## src/logic/dfs_defs.svh

```systemverilog
// Purpose: Constants for the drive fault supervision and option settings block.
// Assumes: 125 MHz clock; register offsets are word indexes, byte address is four times the index.
// Notes: Time settings are held in tenths of a second.
// Summary of operation
// - Compare speed against reference, level percent
// - Deviation fault after continuous programmed delay
// - Encoder loss after no pulse for time
// - Communications error selects one of six actions
// - Option fault detected always or running only
// - Option fault action: ramp, coast, fast, alarm
// - Bus error declared after programmed detection delay
// - Network reference optionally allows multi-step references
// - Initialization keeps or restores communication settings
// - Field network node address, 0 to 63
// - Field network speed code, five rates
// - Bus fault auto clears only when enabled
// - Motion network station address, default 21
// - Frame size decoded by network generation
// - Link speed applies to second generation only
// - Two monitor selection words, full 16 bits
// - Fast stop uses dedicated decel; ramp active
`ifndef DFS_DEFS_SVH
`define DFS_DEFS_SVH
`define DFS_IDX_RESET_SEL     12'h36A
`define DFS_IDX_STATION       12'h36B
`define DFS_IDX_FRAME         12'h36C
`define DFS_IDX_LINK_SPEED    12'h36D
`define DFS_IDX_MON_E         12'h36E
`define DFS_IDX_MON_F         12'h36F
`define DFS_IDX_DEV_LEVEL     12'h389
`define DFS_IDX_DEV_DELAY     12'h38A
`define DFS_IDX_ENC_TIME      12'h38D
`define DFS_IDX_COMM_ACT      12'h3A2
`define DFS_IDX_OPT_MODE      12'h3A3
`define DFS_IDX_OPT_ACT       12'h3A4
`define DFS_IDX_BUS_DELAY     12'h3A5
`define DFS_IDX_NET_REF       12'h3A8
`define DFS_IDX_AUTO_RESET    12'h3BB
`define DFS_IDX_NODE          12'h3E6
`define DFS_IDX_FIELD_SPEED   12'h3E7
`define DFS_IDX_IRQ_STATUS    12'h3F0
`define DFS_IDX_IRQ_MASK      12'h3F1
`define DFS_IDX_FAULT_STATE   12'h3F2
`define DFS_IDX_INIT_CMD      12'h3F3
`define DFS_RST_DEV_LEVEL     16'h000A
`define DFS_RST_DEV_DELAY     16'h0005
`define DFS_RST_ENC_TIME      16'h0014
`define DFS_RST_COMM_ACT      16'h0001
`define DFS_RST_OPT_ACT       16'h0001
`define DFS_RST_BUS_DELAY     16'h0014
`define DFS_RST_STATION       16'h0015
`define DFS_MAX_DEV_LEVEL     16'h0032
`define DFS_MAX_TENTHS_10S    16'h0064
`define DFS_MAX_TENTHS_5S     16'h0032
`define DFS_MAX_NODE          16'h003F
`define DFS_MAX_FIELD_SPEED   16'h0004
`define DFS_MAX_COMM_ACT      16'h0005
`define DFS_MAX_ACT           16'h0003
`define DFS_TENTH_NS          100000000
`define DFS_CLOCK_NS          8
`define DFS_TENTH_CYCLES      (`DFS_TENTH_NS / `DFS_CLOCK_NS)
`define DFS_PCT_SCALE         100
`define DFS_IRQ_DEV           0
`define DFS_IRQ_ENC           1
`define DFS_IRQ_OPT           2
`define DFS_IRQ_BUS           3
`define DFS_IRQ_COMM          4
`define DFS_IRQ_BITS          5
`endif

```

## src/logic/dfs_pkg.sv

```systemverilog
// Purpose: Types for the drive fault supervision block.
// Assumes: Constants come from dfs_defs.svh.
// Notes: Stop codes match the action selection encodings.
package dfs_pkg;
  typedef enum logic [2:0] {
    DFS_ACT_RAMP,
    DFS_ACT_COAST,
    DFS_ACT_FAST,
    DFS_ACT_ALARM,
    DFS_ACT_ALARM_PRESET,
    DFS_ACT_ALARM_RAMP
  } dfs_action_type;
  typedef struct packed {
    logic           stop_req;
    dfs_action_type action;
    logic           use_fast_decel;
    logic           alarm;
    logic           run_preset_four;
  } dfs_stop_type;
  typedef struct packed {
    logic [7:0] frame_bytes;
    logic [3:0] link_mbps;
    logic [5:0] node_address;
    logic [2:0] field_speed;
    logic [15:0] station_address;
    logic [15:0] monitor_e;
    logic [15:0] monitor_f;
  } dfs_net_cfg_type;
endpackage

```

## src/logic/dfs_supervisor.sv

```systemverilog
// Purpose: Fault supervision and option network settings with an APB register slave.
// Assumes: Inputs synchronous to CLOCK; speed values share one scale with max frequency.
// Notes: Every APB transfer completes in its first access cycle; out-of-range writes are ignored.
`timescale 1ns/1ns
`include "dfs_defs.svh"
module dfs_supervisor
  import dfs_pkg::*;
#(
  parameter int TENTH_CYCLES = `DFS_TENTH_CYCLES,
  parameter int SPEED_W      = 16
)(
  input  wire logic                 CLOCK,
  input  wire logic                 ARST_N,
  input  wire logic                 CLOCK_EN,
  input  wire logic                 PSEL,
  input  wire logic                 PENABLE,
  input  wire logic                 PWRITE,
  input  wire logic [11:0]          PADDR,
  input  wire logic [31:0]          PWDATA,
  output logic                      PREADY,
  output logic [31:0]               PRDATA,
  output logic                      PSLVERR,
  input  wire logic [SPEED_W-1:0]   MOTOR_SPEED,
  input  wire logic [SPEED_W-1:0]   FREQ_REFERENCE,
  input  wire logic [SPEED_W-1:0]   MAX_OUTPUT_FREQUENCY,
  input  wire logic                 ENCODER_PULSE,
  input  wire logic                 MOTOR_RUNNING,
  input  wire logic                 OPTION_EXTERNAL_FAULT,
  input  wire logic                 COMM_ERROR,
  input  wire logic                 BUS_ERROR_RAW,
  input  wire logic                 FAULT_RESET,
  input  wire logic                 NET_REF_ACTIVE,
  input  wire logic                 MULTI_STEP_REQ,
  input  wire logic                 SECOND_GEN,
  output logic                      SPEED_DEVIATION_FAULT,
  output logic                      ENCODER_LOSS_FAULT,
  output logic                      BUS_FAULT,
  output dfs_stop_type              STOP_CMD,
  output logic                      MULTI_STEP_ENABLE,
  output dfs_net_cfg_type           NET_CFG,
  output logic                      IRQ
);
  // The timer width and the deviation product are sized for these ranges only.
  if (TENTH_CYCLES < 1 || SPEED_W < 8 || SPEED_W > 24)
  begin : g_param_check
    $error("dfs_supervisor: unsupported parameter values");
  end

  localparam int TW = 36;
  logic [15:0] dev_level, dev_delay, enc_time, comm_act, opt_mode, opt_act, bus_delay;
  logic [15:0] net_ref, reset_sel, node, field_speed, auto_reset, station, frame, link_speed;
  logic [15:0] mon_e, mon_f;
  logic [`DFS_IRQ_BITS-1:0] irq_status, irq_mask, irq_event;
  logic [TW-1:0] dev_cnt, enc_cnt, bus_cnt;
  logic        dev_excess, opt_fault_seen, comm_fault, opt_fault;
  logic        wr_go, rd_go, init_cmd;
  logic [11:0] idx;
  logic [15:0] wd;
  logic [31:0] next_prdata;
  logic [SPEED_W-1:0] diff;
  logic [SPEED_W+7:0] lhs;
  logic [SPEED_W+7:0] rhs;

  assign idx   = PADDR[11:0] >> 2;
  assign wd    = PWDATA[15:0];
  assign wr_go = CLOCK_EN && PSEL && PENABLE && PWRITE;
  assign rd_go = CLOCK_EN && PSEL && !PENABLE && !PWRITE;
  assign init_cmd = wr_go && idx == `DFS_IDX_INIT_CMD && wd[0];

  // Deviation test: |speed - ref| * 100 > level * max, avoiding a divider.
  assign diff = (MOTOR_SPEED > FREQ_REFERENCE) ? MOTOR_SPEED - FREQ_REFERENCE
                                               : FREQ_REFERENCE - MOTOR_SPEED;
  assign lhs  = (SPEED_W+8)'(diff) * (SPEED_W+8)'(`DFS_PCT_SCALE);
  assign rhs  = (SPEED_W+8)'(dev_level[5:0]) * (SPEED_W+8)'(MAX_OUTPUT_FREQUENCY);
  assign dev_excess = lhs > rhs;

  // Settings; init with reset select 1 restores communication settings.
  always_ff @(posedge CLOCK or negedge ARST_N)
  begin
    if (!ARST_N)
    begin
      dev_level <= `DFS_RST_DEV_LEVEL;
      dev_delay <= `DFS_RST_DEV_DELAY;
      enc_time  <= `DFS_RST_ENC_TIME;
      comm_act  <= `DFS_RST_COMM_ACT;
      opt_mode  <= '0;
      opt_act   <= `DFS_RST_OPT_ACT;
      bus_delay <= `DFS_RST_BUS_DELAY;
      net_ref   <= '0;
      reset_sel <= '0;
      node      <= '0;
      field_speed <= '0;
      auto_reset <= '0;
      station   <= `DFS_RST_STATION;
      frame     <= '0;
      link_speed <= '0;
      mon_e     <= '0;
      mon_f     <= '0;
      irq_mask  <= '0;
    end
    else if (init_cmd && reset_sel[0])
    begin
      comm_act  <= `DFS_RST_COMM_ACT;
      opt_mode  <= '0;
      opt_act   <= `DFS_RST_OPT_ACT;
      bus_delay <= `DFS_RST_BUS_DELAY;
      net_ref   <= '0;
      reset_sel <= '0;
      node      <= '0;
      field_speed <= '0;
      auto_reset <= '0;
      station   <= `DFS_RST_STATION;
      frame     <= '0;
      link_speed <= '0;
      mon_e     <= '0;
      mon_f     <= '0;
    end
    else if (wr_go)
    begin
      case (idx)
        `DFS_IDX_DEV_LEVEL:   if (wd <= `DFS_MAX_DEV_LEVEL) dev_level <= wd;
        `DFS_IDX_DEV_DELAY:   if (wd <= `DFS_MAX_TENTHS_10S) dev_delay <= wd;
        `DFS_IDX_ENC_TIME:    if (wd <= `DFS_MAX_TENTHS_10S) enc_time <= wd;
        `DFS_IDX_COMM_ACT:    if (wd <= `DFS_MAX_COMM_ACT) comm_act <= wd;
        `DFS_IDX_OPT_MODE:    if (wd[15:1] == '0) opt_mode <= wd;
        `DFS_IDX_OPT_ACT:     if (wd <= `DFS_MAX_ACT) opt_act <= wd;
        `DFS_IDX_BUS_DELAY:   if (wd <= `DFS_MAX_TENTHS_5S) bus_delay <= wd;
        `DFS_IDX_NET_REF:     if (wd[15:1] == '0) net_ref <= wd;
        `DFS_IDX_RESET_SEL:   if (wd[15:1] == '0) reset_sel <= wd;
        `DFS_IDX_NODE:        if (wd <= `DFS_MAX_NODE) node <= wd;
        `DFS_IDX_FIELD_SPEED: if (wd <= `DFS_MAX_FIELD_SPEED) field_speed <= wd;
        `DFS_IDX_AUTO_RESET:  if (wd[15:1] == '0) auto_reset <= wd;
        `DFS_IDX_STATION:     station <= wd;
        `DFS_IDX_FRAME:       if (wd[15:1] == '0) frame <= wd;
        `DFS_IDX_LINK_SPEED:  if (wd[15:1] == '0) link_speed <= wd;
        `DFS_IDX_MON_E:       mon_e <= wd;
        `DFS_IDX_MON_F:       mon_f <= wd;
        `DFS_IDX_IRQ_MASK:    irq_mask <= wd[`DFS_IRQ_BITS-1:0];
        default:              ;
      endcase
    end
  end

  // Delay timers; a zero setting faults on the first qualifying cycle.
  always_ff @(posedge CLOCK or negedge ARST_N)
  begin
    if (!ARST_N)
    begin
      dev_cnt <= '0;
      SPEED_DEVIATION_FAULT <= 1'b0;
    end
    else if (CLOCK_EN)
    begin
      if (!dev_excess || FAULT_RESET)
      begin
        dev_cnt <= '0;
        SPEED_DEVIATION_FAULT <= SPEED_DEVIATION_FAULT && !FAULT_RESET;
      end
      else if (dev_cnt >= TW'(dev_delay) * TW'(TENTH_CYCLES))
        SPEED_DEVIATION_FAULT <= 1'b1;
      else
        dev_cnt <= dev_cnt + 1'b1;
    end
  end

  always_ff @(posedge CLOCK or negedge ARST_N)
  begin
    if (!ARST_N)
    begin
      enc_cnt <= '0;
      ENCODER_LOSS_FAULT <= 1'b0;
    end
    else if (CLOCK_EN)
    begin
      if (ENCODER_PULSE || FAULT_RESET)
      begin
        enc_cnt <= '0;
        ENCODER_LOSS_FAULT <= ENCODER_LOSS_FAULT && !FAULT_RESET;
      end
      else if (enc_cnt >= TW'(enc_time) * TW'(TENTH_CYCLES))
        ENCODER_LOSS_FAULT <= 1'b1;
      else
        enc_cnt <= enc_cnt + 1'b1;
    end
  end

  // Auto reset clears the bus fault once the raw error goes away.
  always_ff @(posedge CLOCK or negedge ARST_N)
  begin
    if (!ARST_N)
    begin
      bus_cnt <= '0;
      BUS_FAULT <= 1'b0;
    end
    else if (CLOCK_EN)
    begin
      if (!BUS_ERROR_RAW)
      begin
        bus_cnt <= '0;
        if (FAULT_RESET || auto_reset[0])
          BUS_FAULT <= 1'b0;
      end
      else if (bus_cnt >= TW'(bus_delay) * TW'(TENTH_CYCLES))
        BUS_FAULT <= 1'b1;
      else
        bus_cnt <= bus_cnt + 1'b1;
    end
  end

  assign opt_fault_seen = OPTION_EXTERNAL_FAULT && (!opt_mode[0] || MOTOR_RUNNING);

  // Stop command: option fault outranks a communications error.
  always_ff @(posedge CLOCK or negedge ARST_N)
  begin
    if (!ARST_N)
    begin
      opt_fault <= 1'b0;
      comm_fault <= 1'b0;
      STOP_CMD <= '0;
    end
    else if (CLOCK_EN)
    begin
      // A fault that arrives in the reset cycle is kept, so no event is lost.
      opt_fault  <= opt_fault_seen || (opt_fault && !FAULT_RESET);
      comm_fault <= COMM_ERROR || (comm_fault && !FAULT_RESET);
      STOP_CMD   <= '0;
      if (opt_fault || opt_fault_seen)
      begin
        STOP_CMD.action         <= dfs_action_type'(opt_act[2:0]);
        STOP_CMD.stop_req       <= opt_act[1:0] != 2'h3;
        STOP_CMD.alarm          <= opt_act[1:0] == 2'h3;
        STOP_CMD.use_fast_decel <= opt_act[1:0] == 2'h2;
      end
      else if (comm_fault || COMM_ERROR)
      begin
        STOP_CMD.action <= dfs_action_type'(comm_act[2:0]);
        case (dfs_action_type'(comm_act[2:0]))
          DFS_ACT_RAMP:         STOP_CMD.stop_req <= 1'b1;
          DFS_ACT_COAST:        STOP_CMD.stop_req <= 1'b1;
          DFS_ACT_FAST:
          begin
            STOP_CMD.stop_req <= 1'b1;
            STOP_CMD.use_fast_decel <= 1'b1;
          end
          DFS_ACT_ALARM:        STOP_CMD.alarm <= 1'b1;
          DFS_ACT_ALARM_PRESET:
          begin
            STOP_CMD.alarm <= 1'b1;
            STOP_CMD.run_preset_four <= 1'b1;
          end
          DFS_ACT_ALARM_RAMP:
          begin
            STOP_CMD.alarm <= 1'b1;
            STOP_CMD.stop_req <= 1'b1;
          end
          default:              STOP_CMD.alarm <= 1'b1;
        endcase
      end
    end
  end

  // Network configuration view presented to the option cards.
  always_ff @(posedge CLOCK or negedge ARST_N)
  begin
    if (!ARST_N)
    begin
      NET_CFG <= '0;
      MULTI_STEP_ENABLE <= 1'b0;
    end
    else if (CLOCK_EN)
    begin
      MULTI_STEP_ENABLE <= MULTI_STEP_REQ && (!NET_REF_ACTIVE || net_ref[0]);
      NET_CFG.node_address    <= node[5:0];
      NET_CFG.field_speed     <= field_speed[2:0];
      NET_CFG.station_address <= station;
      NET_CFG.monitor_e       <= mon_e;
      NET_CFG.monitor_f       <= mon_f;
      if (SECOND_GEN)
      begin
        NET_CFG.frame_bytes <= frame[0] ? 8'h11 : 8'h20;
        NET_CFG.link_mbps   <= link_speed[0] ? 4'h4 : 4'hA;
      end
      else
      begin
        NET_CFG.frame_bytes <= frame[0] ? 8'h20 : 8'h40;
        NET_CFG.link_mbps   <= 4'h0;
      end
    end
  end

  // Interrupts: rising fault edges set sticky bits; set wins over write-one clear.
  logic [`DFS_IRQ_BITS-1:0] fault_now, fault_prev;
  assign fault_now = {comm_fault, BUS_FAULT, opt_fault, ENCODER_LOSS_FAULT, SPEED_DEVIATION_FAULT};
  assign irq_event = fault_now & ~fault_prev;
  always_ff @(posedge CLOCK or negedge ARST_N)
  begin
    if (!ARST_N)
    begin
      fault_prev <= '0;
      irq_status <= '0;
      IRQ <= 1'b0;
    end
    else if (CLOCK_EN)
    begin
      fault_prev <= fault_now;
      if (wr_go && idx == `DFS_IDX_IRQ_STATUS)
        irq_status <= (irq_status & ~wd[`DFS_IRQ_BITS-1:0]) | irq_event;
      else
        irq_status <= irq_status | irq_event;
      IRQ <= |(irq_status & irq_mask);
    end
  end

  always_comb
  begin
    next_prdata = '0;
    case (idx)
      `DFS_IDX_DEV_LEVEL:   next_prdata[15:0] = dev_level;
      `DFS_IDX_DEV_DELAY:   next_prdata[15:0] = dev_delay;
      `DFS_IDX_ENC_TIME:    next_prdata[15:0] = enc_time;
      `DFS_IDX_COMM_ACT:    next_prdata[15:0] = comm_act;
      `DFS_IDX_OPT_MODE:    next_prdata[15:0] = opt_mode;
      `DFS_IDX_OPT_ACT:     next_prdata[15:0] = opt_act;
      `DFS_IDX_BUS_DELAY:   next_prdata[15:0] = bus_delay;
      `DFS_IDX_NET_REF:     next_prdata[15:0] = net_ref;
      `DFS_IDX_RESET_SEL:   next_prdata[15:0] = reset_sel;
      `DFS_IDX_NODE:        next_prdata[15:0] = node;
      `DFS_IDX_FIELD_SPEED: next_prdata[15:0] = field_speed;
      `DFS_IDX_AUTO_RESET:  next_prdata[15:0] = auto_reset;
      `DFS_IDX_STATION:     next_prdata[15:0] = station;
      `DFS_IDX_FRAME:       next_prdata[15:0] = frame;
      `DFS_IDX_LINK_SPEED:  next_prdata[15:0] = link_speed;
      `DFS_IDX_MON_E:       next_prdata[15:0] = mon_e;
      `DFS_IDX_MON_F:       next_prdata[15:0] = mon_f;
      `DFS_IDX_IRQ_STATUS:  next_prdata[`DFS_IRQ_BITS-1:0] = irq_status;
      `DFS_IDX_IRQ_MASK:    next_prdata[`DFS_IRQ_BITS-1:0] = irq_mask;
      `DFS_IDX_FAULT_STATE: next_prdata[`DFS_IRQ_BITS-1:0] = fault_now;
      default:              next_prdata = '0;
    endcase
  end

  // APB slave: data latched in setup, ready asserted through the access phase.
  always_ff @(posedge CLOCK or negedge ARST_N)
  begin
    if (!ARST_N)
    begin
      PRDATA  <= '0;
      PREADY  <= 1'b0;
      PSLVERR <= 1'b0;
    end
    else if (CLOCK_EN)
    begin
      PREADY  <= PSEL && !PENABLE;
      PSLVERR <= 1'b0;
      if (rd_go)
        PRDATA <= next_prdata;
    end
  end

  chk_dev_needs_delay: assert property (@(posedge CLOCK) disable iff (!ARST_N)
    $rose(SPEED_DEVIATION_FAULT) |-> $past(dev_excess) && $past(dev_cnt) >= TW'(dev_delay) * TW'(TENTH_CYCLES))
    else $error("Deviation fault raised early.");
  chk_enc_pulse_clears: assert property (@(posedge CLOCK) disable iff (!ARST_N)
    CLOCK_EN && ENCODER_PULSE |=> enc_cnt == '0)
    else $error("Encoder timer not restarted.");
  chk_enc_loss_cause: assert property (@(posedge CLOCK) disable iff (!ARST_N)
    $rose(ENCODER_LOSS_FAULT) |-> !$past(ENCODER_PULSE))
    else $error("Encoder loss fault with pulse.");
  chk_bus_auto_off: assert property (@(posedge CLOCK) disable iff (!ARST_N)
    CLOCK_EN && BUS_FAULT && !BUS_ERROR_RAW && !auto_reset[0] && !FAULT_RESET |=> BUS_FAULT)
    else $error("Bus fault cleared without auto reset.");
  chk_opt_run_only: assert property (@(posedge CLOCK) disable iff (!ARST_N)
    CLOCK_EN && opt_mode[0] && !MOTOR_RUNNING && OPTION_EXTERNAL_FAULT && !opt_fault |=> !opt_fault)
    else $error("Option fault taken while stopped.");
  chk_fast_decel_sel: assert property (@(posedge CLOCK) disable iff (!ARST_N)
    STOP_CMD.use_fast_decel |-> STOP_CMD.action == DFS_ACT_FAST)
    else $error("Fast decel without fast stop.");
  chk_multi_step_gate: assert property (@(posedge CLOCK) disable iff (!ARST_N)
    CLOCK_EN && NET_REF_ACTIVE && !net_ref[0] |=> !MULTI_STEP_ENABLE)
    else $error("Multi-step applied with network reference.");
  chk_frame_decode: assert property (@(posedge CLOCK) disable iff (!ARST_N)
    CLOCK_EN && SECOND_GEN && !frame[0] ##1 CLOCK_EN |-> NET_CFG.frame_bytes == 8'h20)
    else $error("Frame size decode wrong.");
endmodule

```

## config.mk

```make
export PLATFORM = sky130hd
export DESIGN_NAME = dfs_supervisor
export DESIGN_NICKNAME = d
export VERILOG_FILES = /design/src/logic/dfs_pkg.sv /design/src/logic/dfs_supervisor.sv
export VERILOG_INCLUDE_DIRS = /design/src /design/src/logic
export SDC_FILE = /design/constraint.sdc
export NUM_CORES = 2
export LEC_CHECK = 0
export BUFFER_PORTS_ARGS = -buffer_cell sky130_fd_sc_hd__buf_2
export CORE_MARGIN = 3
export CORE_UTILIZATION = 50
export DETAILED_ROUTE_END_ITERATION = 16
export PLACE_DENSITY = 0.64
export REMOVE_ABC_BUFFERS = 1
export SYNTH_ARGS = -nofsm -noshare
export SYNTH_HDL_FRONTEND = slang
export SYNTH_SLANG_ARGS = --single-unit
export TNS_END_PERCENT = 1
```

## constraint.sdc

```tcl
create_clock -name CLOCK -period 9.22 [get_ports CLOCK]
set_input_delay 0 -clock CLOCK [delete_from_list [all_inputs] [get_ports CLOCK]]
set_output_delay 0 -clock CLOCK [all_outputs]
set_load 0.01 [all_outputs]
```

; Word level (Yosys, flattened, before mapping)
; Cells that the tools add are included.
[word_totals]
inputBits = 107
elab_cells = 266
out_inout_bits = 115
reg_bits = 495
[op_classes]
addsub = 5
n_lt_le_gt_ge = 11
reduce_logical = 85
n_mul = 5
muxes = 76
bitwise = 8
eq_ne = 32
[op_table]
columns = operator, count
row1 = $mux W16, 49
row2 = $mux W36, 6
row3 = $eq A10 B10 Y1 const B, 21
row4 = $pmux W11 S17, 1
row5 = $add A36 B1 Y36 const B, 3
row6 = $ge A36 B36 Y1, 3
row7 = $pmux W5 S20, 1
row8 = $mul A16 B19 Y31 const B, 3
row9 = $reduce_bool A2 Y1, 24
row10 = $reduce_and A3 Y1, 13
row11 = $le A16 B3 Y1 const B, 2
row12 = $le A16 B6 Y1 const B, 2
row13 = $sub A16 B16 Y16, 2
row14 = $gt A23 B22 Y1, 1
row15 = $mul A6 B16 Y22, 1
row16 = $mul A16 B5 Y21 const B, 1
row17 = $reduce_and A2 Y1, 9
row18 = $gt A16 B16 Y1, 1
row19 = $le A16 B2 Y1 const B, 1
row20 = $le A16 B7 Y1 const B, 1
row21 = $logic_and A1 B1 Y1, 16
row22 = $and A5 B5 Y5, 3
row23 = $logic_not A15 Y1, 1
row24 = $mux W7, 2
row25 = other kinds (21), 55

; Depth between registers and ports, before layout
[logic_depth]
depth_word = 8
mapped_depth = 43
depth_no_buf = 38

; Worst setup path after synthesis
; No wires, ideal clock.
[synth_path]
path_kind = register to register
startpoint = reg bus_delay[2]
endpoint = reg bus_cnt[32]
setup_ps = 78
setup_slack_ps = 1176
arrival_ps = 7966
t_required_ps = 9142
stages_incl_launch_ff = 32
n_path_buf = 1
period_less_slack_ps = 8044
path_cell_list = dfstp_2 fa_1 fa_1 inv_1 fa_1 inv_1 fa_1 fa_1 inv_1 fa_1 inv_1 ha_1 a21o_1 a21o_1 a21oi_1 o21ai_0 a41oi_1 nand2_1 a311oi_1 xor2_1 ha_1 a21o_1 a21o_1 a21oi_1 and3b_1 nor2b_1 o221ai_2 a311oi_4 nand3_2 buf_2 or3_1 a21oi_1
[synth_via]
elab_chain_len = 4
[synth_rtl]
columns = element, line
row1 = "start, declared", dfs_supervisor.sv:50  ; logic [15:0] dev_level, dev_delay, enc_time, comm_act, opt_mode, opt_act, bus_delay;
row2 = "start signal, assigned", dfs_supervisor.sv:88  ; bus_delay <= `DFS_RST_BUS_DELAY;
row3 = "start signal, assigned", dfs_supervisor.sv:106  ; bus_delay <= `DFS_RST_BUS_DELAY;
row4 = "start signal, assigned", dfs_supervisor.sv:127  ; `DFS_IDX_BUS_DELAY: if (wd <= `DFS_MAX_TENTHS_5S) bus_delay <= wd;
row5 = $mul A16 B19 Y31, dfs_supervisor.sv:203  ; else if (bus_cnt >= TW'(bus_delay) * TW'(TENTH_CYCLES))
row6 = $ge A36 B36 Y1, dfs_supervisor.sv:203
row7 = $ne A2 B2 Y1 (no line), -
row8 = $reduce_and A2 Y1 (no line), -
row9 = "end signal, assigned", dfs_supervisor.sv:206  ; bus_cnt <= bus_cnt + 1'b1;
row10 = "end, declared", dfs_supervisor.sv:54  ; logic [TW-1:0] dev_cnt, enc_cnt, bus_cnt;
; Every way passes these cells.
; A chain may end at the register's enable or synchronous reset.

; Worst setup path after layout
[layout_path]
startpoint = reg bus_delay[1]
endpoint = reg bus_cnt[26]
; The elaborated chain is that of the path after synthesis.

==> metrics list <==
- Using the TritonRoute via totals, the vias-per-cell ratio works out to approximately 5.6.
- Remaining global-route overflow: 0
* Internal portion of total power: roughly 4500 uW
- CP max FO: 14
- Once placement completed, the tool counted placed cells totaling approximately 5900.
* Final critical-path share of the clock period: approximately 95%
* Net switching share of the total power: approximately 34%
* HPWL after DPL: about 92000 um
* Max frequency: between 100 and 150 MHz
- Part of the total power dissipated in the clock network: 32.9%
- Minimum setup slack in the final design: about 500 ps
- Global routing consumed, over all layers together, 25.8% of the routing resources.
* Standard-cell rows: around 110
* Delay of the slowest cell on the worst path: between 700 and 800 ps
* Iteration-0 DRC Markers: 2464
* First-pass GRT wire length: 192000 um
* Initial antenna violation count: 4
- Critical setup path kind: flip-flop to flip-flop
* Post-placement setup slack: around 270 ps
- RSZ-0062 raised after global routing: true
* Yosys reg bits: between 400 and 500
- DRC violation count after routing: 0
- After detailed placement, the total cell area comes to between 40000 and 50000 um2.
- Sequential group share of total power: roughly 33%
- Post-Syn Area: about 44000 um2
- Leaving out fill and tap cells, the most frequent cell in the layout is inv_1.
* Critical path launch point type: flip-flop
* Final-report hold violation count: 0
* Total clock sinks: between 400 and 500
- Outcome: finished clean
* Routed wire per std cell: around 20 um
- Worst-Skew Late Latency: approximately 640 ps
* Vertical extent of the die: about 300 um
- Among the stages of the critical path, the cell type that occurs most often is fa_1.
- Switching power of the nets: between 2000 and 2500 uW
* Num CTS Buffers: 53
- The die is 304 um wide.
- The congestion estimate from routability-driven global placement came to 0.912.
- Counting I/O delays and the setup requirement, the final critical path takes just under 9000 ps.
- The number of global-route vias before repair was 34200.
- The final layout contains 5837 nets.
- Setup crit end kind: flip-flop
- Number of buffers added on ports: around 180
- Power per cell area: between 100 and 150 nW/um2
- Combined area of the multi-input logic cells: between 20000 and 30000 um2
* Antenna fix cells: 0
- Count of flip-flops with a built-in enable after synthesis: 0
* Die Area: 92500 um2
- Area of the core region: about 87000 um2
- TritonCTS built the clock tree.
- Least-Margin Pin Slew: 1160 ps
- Before antenna repair, the detailed router went through 6 iterations.
- Relative slew slack: between 20% and 30%
- Vias: 33800
* Synth async-reset ratio: 100%
* LEAKAGE: around 0.026 uW
* Warning count from the yosys run: 0
- In the layout the commonest cells are inv_1, ha_1, dfrtp_1, fa_1, nand2_1.
* Worst ir drop on vdd: approximately 0.34 mV
- Total wirelength of the detailed-routed design: between 100000 and 150000 um
* Setup Skew: between 30 and 40 ps
* Design Power: 6760 uW
- Compared with the post-synthesis result, the final layout area differs by 10.1%.
* # IOs: 222
- Counting distinct cell types in the post-synthesis netlist gives 96.
* Max Cap Violations: 0
- Maximum buffer depth of the clock tree: 3
- Data arrival time of the critical path: a little over 9000 ps
- At the end of the flow the core is filled with cells to a little under three fifths.
- Summed area of non-filler cells in the final layout: between 40000 and 50000 um2
- Sequential elements use approximately 28% of the synthesized area.
* Starting density of the core: about half
* Clk root buf: clkbuf_16
- Count of mapped cells out of synthesis: 4619
* Pin count of the biggest net entering global routing: between 80 and 90
* Hold crit path type: input port to async pin
* Share of post-route cells with drive strength above 1: under 10%
- Clock-pin slew was measured on the worst setup and hold paths at ~70 ps.
- Once detail routing completed, the nets flagged for antenna violations numbered 0.
* Required time at the worst-slack endpoint: 9780 ps
- The number of max-slew violations in the final report came to 0.
- For this design, the slowest cell found on the critical path is fa_1.
- Avg Inst Size Synth: 9.62 um2
- Dominant synthesized flop cell: dfrtp_1
- H-tree depth reported by CTS: 2
- In the final layout, flip-flops and latches occupy 12200 um2.
- After filler insertion, the fill cell instance count of the layout stands at 7830.
* Combinational Power Share: 34.5%
* Total of endpoints with negative setup slack in the final report: 0
- Count of placed standard cells in the final layout, fillers left out: roughly 6000
## worst max-delay path: cells and delay by family (launching register included)
family	cells	cell delay, ps
AND/OR/NAND/NOR	5	1160
AO/OA/AOI/OAI	12	2680
flip-flops	1	510
adder cells (fa/ha/maj)	8	3860
XOR/XNOR	1	200
buffers and inverters	4	240
## layout make-up
| class | count | share of cell area (%) |
|---|---|---|
| clock inverters | 16 | 0.517 |
| repair buffers | 285 | 3.67 |
| multi-input cells | 3197 | 58.6 |
| well taps | 1155 | 2.95 |
| clock buffers | 83 | 3.19 |
| inverters | 790 | 6.06 |
| flip-flops and latches | 488 | 25.0 |
## power by group through the flow
stage / logic [uW] / registers [uW] / clock network, uW
4_1_cts: 2360 / 2210 / 2260
3_3_place_gp: 2290 / 2240 / 0
3_5_place_dp: 2330 / 2240 / 0
6_report: 2330 / 2210 / 2220
2_1_floorplan: 1710 / 2240 / 0
5_1_grt: 2680 / 2210 / 2350
## cell usage after synthesis, drive strengths merged (29+ instances only)
library cell / n / area (um2)
dfrtp: 475 / 11900
xor2: 72 / 631
mux2i: 51 / 510
a21o: 64 / 480
buf: 45 / 290
mux2: 92 / 1040
nand2: 374 / 1410
nand3: 108 / 546
fa: 391 / 7830
xnor2: 71 / 622
and2: 190 / 1190
a31oi: 29 / 188
nor3: 58 / 290
nand2b: 32 / 200
ha: 524 / 6560
nor2b: 32 / 200
a21oi: 187 / 940
a222oi: 44 / 440
clkbuf: 120 / 452
inv: 790 / 2970
o21ai: 143 / 716
nand4: 54 / 338
or3: 40 / 250
and3: 70 / 438
nor2: 184 / 698
a22oi: 59 / 457
## per-stage QoR
step	TNS (ps)	hold slack [ps]
after global placement	0	55.1
final	0	8.57
after floorplan	0	-296
after detailed placement	0	52.0
after global routing	-395	59.4
after CTS	0	0.188
## per-layer routing
layer,track usage (%),share of wire (%)
met2,41.9,46
met1,36.4,44
met3,4.23,7.6
met5,0,0.010
met4,6.13,2.4
## flip-flops by register name, indices dropped and copies added, names as in the netlist, 36 cells and up
| signal | cells |
|---|---|
| NET_CFG | 62 |
| bus_cnt | 36 |
| dev_cnt | 36 |
| enc_cnt | 36 |
## final timing paths
check,endpoint,cells after the start,start,slack [ps]
worst max-delay path,bus_cnt[26],30,bus_delay[1],490
worst min-delay path,enc_cnt[11],2,ARST_N,9
worst max register to register,bus_cnt[26],30,bus_delay[1],490
worst min register to register,irq_status[1],1,fault_prev[1],460
max in group asynchronous,opt_mode[10],4,ARST_N,6910
min in group CLOCK,dev_delay[11],4,PADDR[7],60
## cell families after synthesis
family | Yosys count | share of synthesized area (%)
AO/OA/AOI/OAI | 747 | 11.5
XOR/XNOR | 143 | 2.82
adder cells (fa/ha/maj) | 915 | 32.4
buffers and inverters | 955 | 8.34
flip-flops | 488 | 27.5
multiplexers | 143 | 3.48
other | 1 | 0.00844
AND/OR/NAND/NOR | 1227 | 13.9
## repair_timing
action                     4_1_cts  5_1_grt
gates resized for setup          0        4
hold buffers                    33        0
hold endpoints to repair       225        0
setup endpoints to repair        0       28
setup buffers                    0        0
(Power assumes the default switching activity.)
